===== config.mk =====
export PLATFORM = sky130hd
export DESIGN_NAME = gsfs_frame_scan
export DESIGN_NICKNAME = d
export VERILOG_FILES = /design/src/gsfs_pkg.sv /design/src/gsfs_sync.sv /design/src/gsfs_frame_scan.sv
export SDC_FILE = /design/constraint.sdc
export NUM_CORES = 1
export LEC_CHECK = 0
export ABC_AREA = 1
export BUFFER_PORTS_ARGS = -buffer_cell sky130_fd_sc_hd__buf_2
export CORE_UTILIZATION = 47
export DETAILED_ROUTE_END_ITERATION = 8
export PLACE_DENSITY = 0.78
export SLEW_MARGIN = 30
export SYNTH_ARGS = -nofsm -noshare
export SYNTH_HDL_FRONTEND = slang
export SYNTH_SLANG_ARGS = --single-unit

===== constraint.sdc =====
create_clock -name clk -period 2.1 [get_ports clk]
set_clock_uncertainty 0.2 [all_clocks]
set_input_delay 0.105 -clock clk [delete_from_list [all_inputs] [get_ports clk]]
set_output_delay 0.105 -clock clk [all_outputs]
set_load 0.05 [all_outputs]

===== src/gsfs_pkg.sv =====
// Purpose: Shared constants and types of the global shutter frame scan.
// Assumes: The block clock runs at 200 MHz.
// Notes:   Times are kept in nanoseconds and turned into cycle counts here.

package gsfs_pkg;

	// ****************************************************************
	// Array geometry and port layout.
	// ****************************************************************
	localparam int ROWS_DEF  = 256;
	localparam int COLS_DEF  = 320;
	localparam int PORTS_DEF = 4;

	// ****************************************************************
	// Timing figures and their cycle counts.
	// ****************************************************************
	localparam int CLK_MHZ        = 200;
	localparam int PIX_CLKS_DEF   = 4;
	localparam int ROW_GAP_NS     = 1220;
	// Gap is a least time, so the count rounds up.
	localparam int ROW_GAP_CYC    = (ROW_GAP_NS * CLK_MHZ + 999) / 1000;
	localparam int MIN_INTEG_NS   = 1;
	localparam int MAX_FPS        = 507;
	// Longest frame period that still meets the top frame rate.
	localparam int FRAME_MAX_NS   = 1000000000 / MAX_FPS;
	localparam int FRAME_MAX_CYC  = (FRAME_MAX_NS / 1000) * CLK_MHZ;
	// Row overhead: signal transfer, pixel reset, reset transfer.
	localparam int ROW_PREP_CYC   = 3;

	// ****************************************************************
	// Scan sequencer states, Gray coded along the path from IDLE through OUT to GAP.
	// ****************************************************************
	typedef enum logic [2:0] {
		GSFS_IDLE  = 3'h0,
		GSFS_INTEG = 3'h1,
		GSFS_HOLD  = 3'h3,
		GSFS_SIG   = 3'h2,
		GSFS_RST   = 3'h6,
		GSFS_OUT   = 3'h7,
		GSFS_GAP   = 3'h5,
		GSFS_DONE  = 3'h4
	} gsfs_state_t;

endpackage


===== src/gsfs_sync.sv =====
// Purpose: Brings the frame start pin into the block clock domain.
// Assumes: The pin is asynchronous to clk.
// Notes:   A change counts once the second and third stages agree.

`timescale 1ns/10ps

module gsfs_sync
(
	// Clock and reset.
	input  wire logic clk,
	input  wire logic rst,
	// Pin side.
	input  wire logic pin_in,
	// Clock domain side.
	output logic      level_out
);

	logic [2:0] stage_q;
	logic [2:0] stage_d;
	logic       level_d;

	// Shift the pin in and accept a level only when two stages agree.
	always_comb
	begin
		stage_d = {stage_q[1:0], pin_in};
		level_d = level_out;
		if (stage_q[1] == stage_q[2])
		begin
			level_d = stage_q[2];
		end
	end

	// Stages reset high, the idle level of the pin, so that no false
	// integration starts before the pin has really been seen low.
	always_ff @(posedge clk or posedge rst)
	begin
		if (rst)
		begin
			stage_q   <= 3'h7;
			level_out <= 1'b1;
		end
		else
		begin
			stage_q   <= stage_d;
			level_out <= level_d;
		end
	end

endmodule


===== src/gsfs_frame_scan.sv =====
// Purpose: Frame scan sequencer of a global shutter area sensor.
// Assumes: clk stands for the master clock; the start pulse is a pin.
// Notes:   Analog paths are not modelled; strobes mark each analog step.

`timescale 1ns/10ps

// Overview of operation
// - Pixels integrate while the frame start pulse stays low and no scan is running.
// - At the end of integration all pixels are sampled at one instant.
// - Rows are selected one at a time from the top row to the bottom row.
// - Each selected row first moves its held optical level out as signal.
// - The row is then reset and its reset level is moved out and held.
// - The column scan emits signal and reset samples of each pixel serially.
// - After a row is output the row select advances by exactly one.
// - After the last row a low start pulse releases all pixel resets at once.
// - The scan covers 320 columns by 256 rows, every pixel included.
// - Four ports and a 1 ns integration allow up to 507 frames a second.
// - Each pixel occupies four master clock periods on the video output.
// - Scan control starts once the start pulse rises and then runs to the last row whatever the pulse does.
// - An idle gap of 1.22 us separates the output of consecutive rows.
module gsfs_frame_scan
#(
	parameter int ROWS     = gsfs_pkg::ROWS_DEF,
	parameter int COLS     = gsfs_pkg::COLS_DEF,
	parameter int PORTS    = gsfs_pkg::PORTS_DEF,
	parameter int PIX_CLKS = gsfs_pkg::PIX_CLKS_DEF,
	parameter int GAP_CYC  = gsfs_pkg::ROW_GAP_CYC
)
(
	// Clock and reset.
	input  wire logic                      clk,
	input  wire logic                      rst,
	// Frame start pin from the controller.
	input  wire logic                      frame_start_pulse,
	// Pixel array control.
	output logic                           pix_reset_all,
	output logic                           integrating,
	output logic                           global_hold,
	// Row scan.
	output logic [$clog2(ROWS)-1:0]        row_idx,
	output logic                           row_sel_valid,
	output logic                           sig_xfer,
	output logic                           row_pix_reset,
	output logic                           rst_xfer,
	// Column scan and video.
	output logic [$clog2(COLS/PORTS)-1:0]  col_idx,
	output logic                           video_valid,
	output logic                           video_is_reset,
	output logic                           frame_done
);

	localparam int RW  = $clog2(ROWS);
	localparam int CPP = COLS / PORTS;
	localparam int CW  = $clog2(CPP);
	localparam int PW  = $clog2(PIX_CLKS);
	localparam int GW  = $clog2(GAP_CYC + 1);
	localparam int ROW_CYC = gsfs_pkg::ROW_PREP_CYC + CPP * PIX_CLKS
		+ GAP_CYC;

	// ****************************************************************
	// Elaboration checks.
	// ****************************************************************
	// The column split and the two-half pixel slot need these shapes.
	if (COLS % PORTS != 0 || PIX_CLKS < 2 || PIX_CLKS % 2 != 0
		|| ROWS < 2 || CPP < 2 || GAP_CYC < 1)
	begin : g_bad_shape
		$error("gsfs_frame_scan: unsupported geometry or timing");
	end
	// A frame at the shortest integration must fit the top frame rate.
	if (ROWS * ROW_CYC + 4 > gsfs_pkg::FRAME_MAX_CYC)
	begin : g_too_slow
		$error("gsfs_frame_scan: frame too long for the top frame rate");
	end

	// ****************************************************************
	// Start pulse synchroniser.
	// ****************************************************************
	logic start_lvl;

	gsfs_sync u_sync
	(
		.clk       (clk),
		.rst       (rst),
		.pin_in    (frame_start_pulse),
		.level_out (start_lvl)
	);

	// ****************************************************************
	// Sequencer state.
	// ****************************************************************
	gsfs_pkg::gsfs_state_t state_q;
	gsfs_pkg::gsfs_state_t state_d;
	logic [RW-1:0]         row_q;
	logic [RW-1:0]         row_d;
	logic [CW-1:0]         col_q;
	logic [CW-1:0]         col_d;
	logic [PW-1:0]         ph_q;
	logic [PW-1:0]         ph_d;
	logic [GW-1:0]         gap_q;
	logic [GW-1:0]         gap_d;

	// Output registers.
	logic pix_reset_all_d;
	logic integrating_d;
	logic global_hold_d;
	logic row_sel_valid_d;
	logic sig_xfer_d;
	logic row_pix_reset_d;
	logic rst_xfer_d;
	logic video_valid_d;
	logic video_is_reset_d;
	logic frame_done_d;

	// Next state, counters and every output strobe.
	always_comb
	begin
		state_d          = state_q;
		row_d            = row_q;
		col_d            = col_q;
		ph_d             = ph_q;
		gap_d            = gap_q;
		pix_reset_all_d  = 1'b0;
		integrating_d    = 1'b0;
		global_hold_d    = 1'b0;
		row_sel_valid_d  = 1'b0;
		sig_xfer_d       = 1'b0;
		row_pix_reset_d  = 1'b0;
		rst_xfer_d       = 1'b0;
		video_valid_d    = 1'b0;
		video_is_reset_d = 1'b0;
		frame_done_d     = 1'b0;
		unique case (state_q)
			gsfs_pkg::GSFS_IDLE, gsfs_pkg::GSFS_DONE:
			begin
				// Pixels stay in reset until the pulse is low.
				pix_reset_all_d = 1'b1;
				if (!start_lvl)
				begin
					// Release every pixel reset together.
					state_d         = gsfs_pkg::GSFS_INTEG;
					pix_reset_all_d = 1'b0;
					integrating_d   = 1'b1;
				end
			end
			gsfs_pkg::GSFS_INTEG:
			begin
				integrating_d = 1'b1;
				if (start_lvl)
				begin
					// Rising pulse ends integration and starts the scan.
					state_d       = gsfs_pkg::GSFS_HOLD;
					integrating_d = 1'b0;
					global_hold_d = 1'b1;
				end
			end
			gsfs_pkg::GSFS_HOLD:
			begin
				// All pixels are held; begin at the top row.
				state_d         = gsfs_pkg::GSFS_SIG;
				row_d           = '0;
				row_sel_valid_d = 1'b1;
				sig_xfer_d      = 1'b1;
			end
			gsfs_pkg::GSFS_SIG:
			begin
				// Signal sample moved; now reset the row's pixels.
				state_d         = gsfs_pkg::GSFS_RST;
				row_sel_valid_d = 1'b1;
				row_pix_reset_d = 1'b1;
			end
			gsfs_pkg::GSFS_RST:
			begin
				// Third step moves the reset level into the hold.
				row_sel_valid_d = 1'b1;
				state_d         = gsfs_pkg::GSFS_OUT;
				rst_xfer_d      = 1'b1;
				col_d           = '0;
				ph_d            = '0;
				video_valid_d   = 1'b0;
			end
			gsfs_pkg::GSFS_OUT:
			begin
				row_sel_valid_d = 1'b1;
				video_valid_d   = 1'b1;
				ph_d            = PW'(ph_q + 1'b1);
				// Signal in the first half of the slot, reset in the second.
				video_is_reset_d = (ph_q >= PW'(PIX_CLKS / 2));
				if (ph_q == PW'(PIX_CLKS - 1))
				begin
					// Slot of four clocks done; step to the next column.
					ph_d  = '0;
					col_d = CW'(col_q + 1'b1);
					if (col_q == CW'(CPP - 1))
					begin
						col_d         = '0;
						if (row_q == RW'(ROWS - 1))
						begin
							// Last row read: frame complete.
							state_d         = gsfs_pkg::GSFS_DONE;
							row_sel_valid_d = 1'b0;
							frame_done_d    = 1'b1;
							pix_reset_all_d = 1'b1;
						end
						else
						begin
							state_d         = gsfs_pkg::GSFS_GAP;
							gap_d           = GW'(GAP_CYC - 1);
							row_sel_valid_d = 1'b0;
						end
					end
				end
			end
			gsfs_pkg::GSFS_GAP:
			begin
				gap_d = GW'(gap_q - 1'b1);
				if (gap_q == '0)
				begin
					// Advance exactly one row and repeat the row steps.
					state_d         = gsfs_pkg::GSFS_SIG;
					row_d           = RW'(row_q + 1'b1);
					row_sel_valid_d = 1'b1;
					sig_xfer_d      = 1'b1;
					gap_d           = '0;
				end
			end
		endcase
	end

	// Register state, counters and outputs.
	always_ff @(posedge clk or posedge rst)
	begin
		if (rst)
		begin
			state_q        <= gsfs_pkg::GSFS_IDLE;
			row_q          <= '0;
			col_q          <= '0;
			ph_q           <= '0;
			gap_q          <= '0;
			pix_reset_all  <= 1'b1;
			integrating    <= 1'b0;
			global_hold    <= 1'b0;
			row_sel_valid  <= 1'b0;
			sig_xfer       <= 1'b0;
			row_pix_reset  <= 1'b0;
			rst_xfer       <= 1'b0;
			video_valid    <= 1'b0;
			video_is_reset <= 1'b0;
			frame_done     <= 1'b0;
		end
		else
		begin
			state_q        <= state_d;
			row_q          <= row_d;
			col_q          <= col_d;
			ph_q           <= ph_d;
			gap_q          <= gap_d;
			pix_reset_all  <= pix_reset_all_d;
			integrating    <= integrating_d;
			global_hold    <= global_hold_d;
			row_sel_valid  <= row_sel_valid_d;
			sig_xfer       <= sig_xfer_d;
			row_pix_reset  <= row_pix_reset_d;
			rst_xfer       <= rst_xfer_d;
			video_valid    <= video_valid_d;
			video_is_reset <= video_is_reset_d;
			frame_done     <= frame_done_d;
		end
	end

	// Row index follows the next row; the column index trails its
	// counter by one cycle so it lines up with the registered video.
	always_ff @(posedge clk or posedge rst)
	begin
		if (rst)
		begin
			row_idx <= '0;
			col_idx <= '0;
		end
		else
		begin
			row_idx <= row_d;
			col_idx <= col_q;
		end
	end

endmodule


Word-level counts from Yosys, hierarchy flattened
Index checks and enable logic that the tools add are counted.
Word-level totals
  flip-flop bits (word level): 49
  output and inout bits: 25
  logic and storage cells: 89
Operators by class
  mux-type cells: 37
  $lt $le $gt $ge: 1
  reduce and logical (&&, ||, !) cells: 12
  equal/unequal tests: 17
  $add $sub $neg: 4
Operators by type and width (number)
  8-bit two-way mux: 5
  8-bit case mux with 2 select lines: 2
  3-bit case mux with 7 select lines: 1
  1-bit two-way mux: 16
  3-bit two-way mux: 5
  7-bit two-way mux: 2
  7-bit case mux with 2 select lines: 1
  3-bit == test (second input constant): 4
  2-bit != test (second input constant): 5
  8-bit by 1-bit adder with 8-bit output (second input constant): 1
  8-bit == test (second input constant): 1
  8-bit zero test: 1
  8-bit by 1-bit subtractor with 8-bit output (second input constant): 1
  7-bit by 1-bit adder with 7-bit output (second input constant): 1
  7-bit == test (second input constant): 1
  3-bit by 2-bit == test with 1-bit output (second input constant): 2
  2-bit nonzero test: 3
  3-bit OR reduction: 2
  5-bit AND reduction: 1
  1-bit case mux with 2 select lines: 2
  2-bit case mux with 2 select lines: 1
  2-bit AND reduction: 2
  4-bit AND reduction: 1
  3-bit by 1-bit == test with 1-bit output (second input constant): 1
  other kinds (9): 9

Depth between registers and ports, before layout
Gate-level depths: netlist (run 1).
  word-level depth: 5
  depth in mapped cells: 10

Hierarchy
From an unflattened synthesis (run 1), not the netlist that was laid out.
Unflattened totals
  cell total of the unflattened synthesis: 287
  area, all modules: 2363.5 um^2
By module, submodules not included
  gsfs_frame_scan: cells each 278, area an instance 2238.4 um^2, times used 1
  gsfs_sync: cells each 9, area an instance 125.1 um^2, times used 1

Worst setup path after synthesis (run 1)
OpenSTA, ideal clock, no wires.
  kind: register -> register
  from: register, netlist name row_idx[0]
  to: register gap_q[6]
  setup time: 0.116 ns
  path buffers: 0
  stages on the path, launching flop included: 11
  data required time: 1.784 ns
  arrival: 1.538 ns
  slack: 0.246 ns
  cell sequence: dfrtp_1 > ha_1 > nand2_1 > nor2_1 > nand2_1 > nand2_1 > nand2_1 > nand2_2 > inv_1 > nand2_1 > nand2_1
RTL lines
  end signal: assignment: line gsfs_frame_scan.sv:256  | gap_q <= gap_d;
  end: declaration: line gsfs_frame_scan.sv:99  | logic [GW-1:0] gap_q;

Worst setup path in the final report (run 1)
  from: register col_q[0]
  to: register gap_q[2]
On the way
  longest elaborated chain between the ends: 3
RTL lines
  start: declaration: line gsfs_frame_scan.sv:95  | logic [CW-1:0] col_q;
  start signal: assignment: line gsfs_frame_scan.sv:254  | col_q <= col_d;
  7-bit == test: line gsfs_frame_scan.sv:193  | if (col_q == CW'(CPP - 1))
  2-bit != test (no line)
  4-bit AND reduction (no line)
Every way passes these cells.
A chain may end at the register's enable or synchronous reset.

==> results by group, run 1 <==
Run status
  – Status: complete, no violations

Power
  – Net switching fraction of the power: 0.4509
  – Flop pwr share: 0.411
  – Final Power: 0.003261 W
  – P_leak: 1.399 nW
  – Switching power total: 0.001470 W
  – Internal power consumption: 0.001791 W
  – Power Dens Cells: 1216 nW/um2
  – Combinational cell fraction of total power: 0.428
  – Power share of the clock group: 0.162
  – Max VDD drop: 527.9 uV

Die
  – Core area: 4786 um2
  – X dimension of the die: 72.92 um
  – I/O pin total: 28
  – Initial Util: 0.4939
  – DIE AREA: 5317 um2
  – Overall die height: 72.92 um
  – Number of placement rows: 25

Clock tree
  – Num CTS Buffers: 5
  – Post-CTS setup repair buffer count: 0
  – Clock tree from TritonCTS: built
  – H-tree levels: 2
  – Clock transition at the register clock pins on the worst setup and hold paths after CTS: 0.08 ns
  – Quantity of gates resized following cts: 0
  – Clk_lat worst skew: 0.30 ns
  – CTS Root Cell: clkbuf_8
  – Num Clock Sinks: 49
  – CTS max path bufs: 2
  – CTS Hold Bufs: 2

Timing
  – Accumulated negative setup slack: 0 ns
  – Final count of hold timing violations: 0
  – Peak Freq: 554.3 MHz
  – Headroom to the max-slew limit: 0.6069
  – Count of endpoints failing setup in the final report: 0
  – Final cycle utilization of the critical path: 0.8591
  – Slew at the pin with the worst max-slew slack: 0.5896 ns
  – Unrepaired setup endpoints after global routing: false
  – Number of max-slew violations in the final report: 0
  – Shortest period the worst path allows: 1.804 ns
  – Min Hold Slack: 0.1580 ns

Synth
  – Count of unique library cells instantiated by Yosys: 31
  – Post-Syn Area: 2364 um2
  – Count of state elements after synthesis: 49
  – Post-synthesis average cell area: 8.721 um2
  – Sequential-to-total area share from yosys stat: 0.5214
  – Total number of yosys warnings: 0
  – Cells after Synth: 271
  – Syn_nets: 280

Finish
  – Number of diodes: 0
  – Sequential cell area in the final layout: 1232 um2
  – Leading cell types in the layout, fill and taps excluded: nand2_1 (63), dfrtp_1 (44), nor2_1 (30), inv_1 (30), buf_2 (27)
  – Layout fillers: 429
  – Count of nets after finishing: 316
  – Leading cell type in the layout, fill and taps excluded: nand2_1
  – Multi-input gate area in the final layout: 982.2 um2
  – Share of post-route cells with drive strength above 1: 0.1948
  – Area Overhead vs Synth: 13.45%

Setup path
  – WP data required: 2.13 ns
  – Critical Path Fanout Max: 7
  – Worst-case reg-to-reg path depth: 8
  – Setup CP Type: flop to flop
  – Worst setup EP type: flop
  – Crit path DAT: 1.83 ns
  – CP Launch Type: flop

Detailed routing
  – First-pass detailed-route iteration total: 4
  – Residual DRC: 0
  – Initial drt markers: 80
  – DRT Wirelength: 4326 um
  – Drt via density: 4.805
  – Detailed-route wire length per cell: 11.54 um
  – Antenna Violating Nets Remaining: 0
  – Number of vias in the routed layout: 1802

Hold path
  – Cell count of the worst hold path: 0
  – Type of the worst min-delay path: flop to flop

Global routing
  – Wire length of the first global-routing pass: 7355 um
  – Via count of the first global-routing pass: 1675
  – Initial antenna violation count: 0
  – All-Layer GR Usage: 0.1837
  – Aggregate global routing overflow: 0
  – Largest net degree at the start of global routing: 50

Placement
  – Placed wire-length estimate after detailed placement: 3167 um
  – Final weighted congestion in routability-driven placement: 0.8446
  – Number of buffers inserted by port buffering: 27

Flow run
  – Number of maximum-capacitance violations: 0
==> cell usage after synthesis <==
| cell type | number | area [um2] |
|---|---|---|
| nand2_1 | 63 | 236.5 |
| dfrtp_1 | 44 | 1101 |
| inv_1 | 31 | 116.4 |
| nor2_1 | 30 | 112.6 |
| nand3_1 | 25 | 125.1 |
| o21ai_0 | 13 | 65.06 |
| nand4_1 | 7 | 43.79 |
| a21oi_1 | 6 | 30.03 |
| ha_1 | 6 | 75.07 |
| xor2_1 | 6 | 52.55 |
| dfstp_2 | 5 | 131.4 |
| inv_2 | 4 | 15.01 |
| nand2_4 | 4 | 45.04 |
| nand2_2 | 3 | 18.77 |
| o21a_1 | 3 | 22.52 |
| o21ai_1 | 3 | 15.01 |
| nor2_4 | 2 | 22.52 |
| o21ai_2 | 2 | 17.52 |
| o21bai_1 | 2 | 15.01 |
| and2_1 | 1 | 6.260 |
| buf_6 | 1 | 11.26 |
| inv_4 | 1 | 6.260 |
| maj3_1 | 1 | 10.01 |
| mux2i_1 | 1 | 10.01 |
| nand3b_1 | 1 | 7.510 |
| nor2_2 | 1 | 6.260 |
| nor2_8 | 1 | 20.02 |
| nor3_1 | 1 | 5.000 |
| nor4_1 | 1 | 6.260 |
| o31ai_1 | 1 | 7.510 |
| or2_2 | 1 | 6.260 |
==> metrics by stage <==
stage	cells	util	cell area, um2	setup WS [ns]
detailed placement	365	0.5388	2579	0.3101
finish	375	0.5603	2681	0.2958
global route	375	0.5603	2681	0.1428
global placement	365	0.5388	2579	0.3986
CTS	375	0.5603	2681	0.2911
floorplan	271	-	2364	0.2461
==> critical path, stage by stage, from the launching register on <==
cell and delay, ns:
dfrtp_1 0.43, ha_1 0.25, nand3_1 0.17, nor2_1 0.07
nand2_1 0.15, nand2_4 0.09, nand2_2 0.14, inv_1 0.08
o21ai_0 0.15
==> path summary, 6_finish.rpt <==
path	start	endpoint	slack [ns]
max reg2reg	col_q[0]	gap_q[2]	0.30
max	col_q[0]	gap_q[2]	0.30
min	u_sync.stage_q[0]	u_sync.stage_q[1]	0.16
min in group asynchronous	rst	row_pix_reset	0.30
max in group asynchronous	rst	row_idx[4]	1.01
min reg2reg	u_sync.stage_q[0]	u_sync.stage_q[1]	0.16
==> metal layers <==
metal,global-route usage,share of wire,vias up
li1,-,-,938
met1,0.2432,0.48,823
met2,0.2825,0.46,34
met3,0.05110,0.042,7
met4,0.08279,0.018,0
met5,0,0,-
==> cells by family (layout without fill, tap and decap cells) <==
| logic type | count (synthesis) | after routing | synth area share |
|---|---|---|---|
| flops | 49 | 49 | 0.5214 |
| mux | 1 | 1 | 0.004235 |
| fa+ha+maj | 7 | 7 | 0.03600 |
| compound gates | 30 | 30 | 0.07305 |
| xor+xnor | 6 | 6 | 0.02223 |
| buf+inv | 37 | 74 | 0.06300 |
| simple gates | 141 | 141 | 0.2800 |
==> sequential cells by signal, indices dropped and copies added (netlist names) <==
| name | flops |
|---|---|
| gap_q | 8 |
| pix_reset_all | 1 |
| col_idx | 7 |
| frame_done | 1 |
| col_q | 7 |
| integrating | 1 |
| rst_xfer | 1 |
| row_pix_reset | 1 |
| u_sync.level_out | 1 |
| state_q | 3 |
| global_hold | 1 |
| video_is_reset | 1 |
| row_idx | 8 |
| sig_xfer | 1 |
| u_sync.stage_q | 3 |
| row_sel_valid | 1 |
| ph_q | 2 |
| video_valid | 1 |
==> area by class of cell <==
type                    instances  share of cell area
inverters                      36             0.05133
flip-flops and latches         49              0.4596
repair buffers                 30             0.06066
multi-input cells             185              0.3663
clock buffers                   6             0.02706
clock inverters                 2            0.003733
well taps                      67             0.03126
==> power by group through the flow <==
stage | logic (W) | clock network [W] | registers (W)
6_report | 0.00139 | 0.000527 | 0.00134
5_1_grt | 0.00153 | 0.000591 | 0.00137
4_1_cts | 0.00140 | 0.000554 | 0.00134
3_5_place_dp | 0.00139 | 0 | 0.00136
3_3_place_gp | 0.00137 | 0 | 0.00135
2_1_floorplan | 0.000849 | 0 | 0.00160
Power figures use the tool's default switching activity.
==> run 2, diff against run 1 <==
--- a/config.mk
+++ b/config.mk
@@ -13,4 +13,5 @@
 export SLEW_MARGIN = 30
 export SYNTH_ARGS = -nofsm -noshare
 export SYNTH_HDL_FRONTEND = slang
+export SYNTH_HIERARCHICAL = 1
 export SYNTH_SLANG_ARGS = --single-unit
==> run 2 against run 1 <==
Final cell count rose by 4.0%. Combinational power down 4%. Largest power group is now sequential cells. Flip-flop and latch count stayed put. Power rose by 0.26%. Worst setup slack got worse by 0.090 ns. First-iteration DRC count rose by 140%. Critical endpoint is now gap_q[7].
==> results by group, run 2 <==
Timing
  – Final cycle utilization of the critical path: 0.9018
  – Min Hold Slack: 0.1664 ns
  – Final count of hold timing violations: 0
  – Count of endpoints failing setup in the final report: 0
  – Slew at the pin with the worst max-slew slack: 0.5472 ns
  – Accumulated negative setup slack: 0 ns
  – Shortest period the worst path allows: 1.894 ns
  – Headroom to the max-slew limit: 0.6352
  – Unrepaired setup endpoints after global routing: false
  – Peak Freq: 528.1 MHz
  – Number of max-slew violations in the final report: 0

Clock tree
  – Num CTS Buffers: 5
  – CTS Root Cell: clkbuf_8
  – Clk_lat worst skew: 0.30 ns
  – Quantity of gates resized following cts: 0
  – Clock tree from TritonCTS: built
  – Clock transition at the register clock pins on the worst setup and hold paths after CTS: 0.09 ns
  – Num Clock Sinks: 49
  – Post-CTS setup repair buffer count: 0
  – CTS Hold Bufs: 2
  – CTS max path bufs: 2
  – H-tree levels: 2

Synth
  – Post-Syn Area: 2364 um2
  – FFs w/ async S/R, synth: 1.000
  – Top-count cell post-synth: nand2_1
  – Count of unique library cells instantiated by Yosys: 26
  – Count of state elements after synthesis: 49
  – Count of flip-flops with a built-in enable after synthesis: 0
  – Post-synthesis average cell area: 8.235 um2
  – Ranking of synthesized cells by instance count: nand2_1 (74), dfrtp_1 (44), inv_1 (38), nor2_1 (34), nand3_1 (27)
  – Syn_nets: 296
  – Area share of the leading cell type in the synthesized netlist: 0.4659
  – Flip-flop cell with the highest count after synthesis: dfrtp_1
  – Cell type with the highest aggregate area in the netlist: dfrtp_1
  – Total number of yosys warnings: 6
  – Sequential-to-total area share from yosys stat: 0.5214
  – Cells after Synth: 287
  – Top area cells in the synthesized netlist: dfrtp_1 (47%), nand2_1 (12%), inv_1 (6.0%)

Setup path
  – Critical Path Fanout Max: 8
  – Endpoint of the worst register-to-register path: gap_q[7]
  – Worst setup EP type: flop
  – FF-to-FF Start: row_idx[0]
  – Worst-case reg-to-reg path depth: 10
  – WP data required: 2.10 ns
  – Flop-to-flop setup slack: 0.21 ns
  – Crit path DAT: 1.90 ns
  – CP Launch Type: flop
  – Setup CP Type: flop to flop

Finish
  – Top Registers: gap_q (8), row_idx (8)
  – Share of post-route cells with drive strength above 1: 0.1734
  – Leading cell type in the layout, fill and taps excluded: nand2_1
  – Area Overhead vs Synth: 13.71%
  – Leading cell types in the layout, fill and taps excluded: nand2_1 (74), dfrtp_1 (44), inv_1 (37), nor2_1 (34)
  – Count of nets after finishing: 331
  – Number of diodes: 0

Die
  – Overall die height: 72.92 um
  – Core area: 4786 um2
  – Initial Util: 0.4939
  – Number of placement rows: 25
  – DIE AREA: 5317 um2
  – X dimension of the die: 72.92 um
  – I/O pin total: 28

Power
  – Combinational cell fraction of total power: 0.407
  – Net switching fraction of the power: 0.4582
  – P_leak: 1.416 nW
  – Power share of the clock group: 0.170
  – Max VDD drop: 812.0 uV
  – Internal power consumption: 0.001771 W
  – Switching power total: 0.001498 W
  – Flop pwr share: 0.422
  – Power Dens Cells: 1216 nW/um2

Placement
  – Number of buffers inserted by port buffering: 27
  – Final weighted congestion in routability-driven placement: 0.9004
  – Placed wire-length estimate after detailed placement: 3262 um

Global routing
  – All-Layer GR Usage: 0.1902
  – Via count of the first global-routing pass: 1739
  – Largest net degree at the start of global routing: 46
  – Aggregate global routing overflow: 0
  – Initial antenna violation count: 0
  – Wire length of the first global-routing pass: 7748 um

Detailed routing
  – Antenna Violating Nets Remaining: 0
  – First-pass detailed-route iteration total: 4
  – DRT Wirelength: 4401 um
  – Initial drt markers: 191
  – Residual DRC: 0
  – Drt via density: 4.856
  – Detailed-route wire length per cell: 11.28 um
  – Number of vias in the routed layout: 1894

Flow run
  – Number of maximum-capacitance violations: 0

Hold path
  – Startpoint of the most critical hold path: u_sync/stage_q[0]
  – Cell count of the worst hold path: 0
  – Worst hold path endpoint: u_sync/stage_q[1]
  – Type of the worst min-delay path: flop to flop

Run status
  – Status: complete, no violations
-- run 2: cell count changes after synthesis, moves of 3 or more --
cell,change
nor3_1,+3
nand2_1,+11
o21a_1,-3
inv_1,+7
xor2_1,-4
nor2_1,+4
a21oi_1,+4
-- run 2: worst max path at each step --
stage	start	end	slack (ns)	depth (start not counted)
after global routing	row_idx[0]	gap_q[7]	0.06	10
after global placement	row_idx[0]	gap_q[7]	0.29	10
after detailed placement	row_idx[0]	gap_q[7]	0.24	10
after floorplan	row_idx[0]	gap_q[7]	0.14	10
after CTS	row_idx[0]	gap_q[7]	0.21	10
final	row_idx[0]	gap_q[7]	0.21	10
-- run 2: stage by stage --
step	worst slack [ns]	utilization	instances	power, W	area [um2]
6_report	0.2063	0.5616	390	0.003269	2688
5_1_grt	0.05634	0.5616	390	0.003508	2688
4_1_cts	0.2101	0.5616	390	0.003284	2688
3_5_place_dp	0.2430	0.5386	380	0.002712	2577
3_3_place_gp	0.2861	0.5386	380	0.002674	2577
2_1_floorplan	0.1406	-	287	0.002425	2364
-- run 2: area by class of cell --
cell class                      count  area, um2
Timing Repair Buffer               31      170.2
Tap cell                           67      83.83
Sequential cell                    49       1232
Fill cell                         426       2098
Clock buffer                        5      68.82
Inverter                           42      160.2
Clock inverter                      3      21.27
Multi-Input combinational cell    193      950.9
-- run 2: critical path, cell delays in order (launching register included) --
cell and delay [ns]:
dfrtp_1 0.42, ha_1 0.19, nand2_1 0.08, nor2_1 0.24, nand2_1 0.16, nand2_1 0.11, nand2_1 0.08, nand2_2 0.15
nand2_1 0.07, nand2_1 0.06, inv_1 0.03
-- run 2: routing by layer --
layer,vias up,track usage,part of all wire
li1,975,-,-
met3,4,0.04420,0.051
met2,49,0.3063,0.47
met4,0,0.05229,0.010
met1,866,0.2593,0.47
met5,-,0,0
-- run 2: cells by family after synthesis --
group | after synthesis | share of synthesized area
adder cells (fa/ha/maj) | 6 | 0.03176
AO/OA/AOI/OAI | 29 | 0.07041
flip-flops | 49 | 0.5214
buffers and inverters | 45 | 0.07623
XOR/XNOR | 4 | 0.01483
AND/OR/NAND/NOR | 154 | 0.2853
-- run 2: power groups by stage --
| stage | clock [W] | sequential, W | combinational (W) |
|---|---|---|---|
| CTS | 0.000573 | 0.00138 | 0.00133 |
| finish | 0.000556 | 0.00138 | 0.00133 |
| global route | 0.000608 | 0.00141 | 0.00149 |
| detailed placement | 0 | 0.00140 | 0.00132 |
| floorplan | 0 | 0.00161 | 0.000820 |
| global placement | 0 | 0.00139 | 0.00129 |
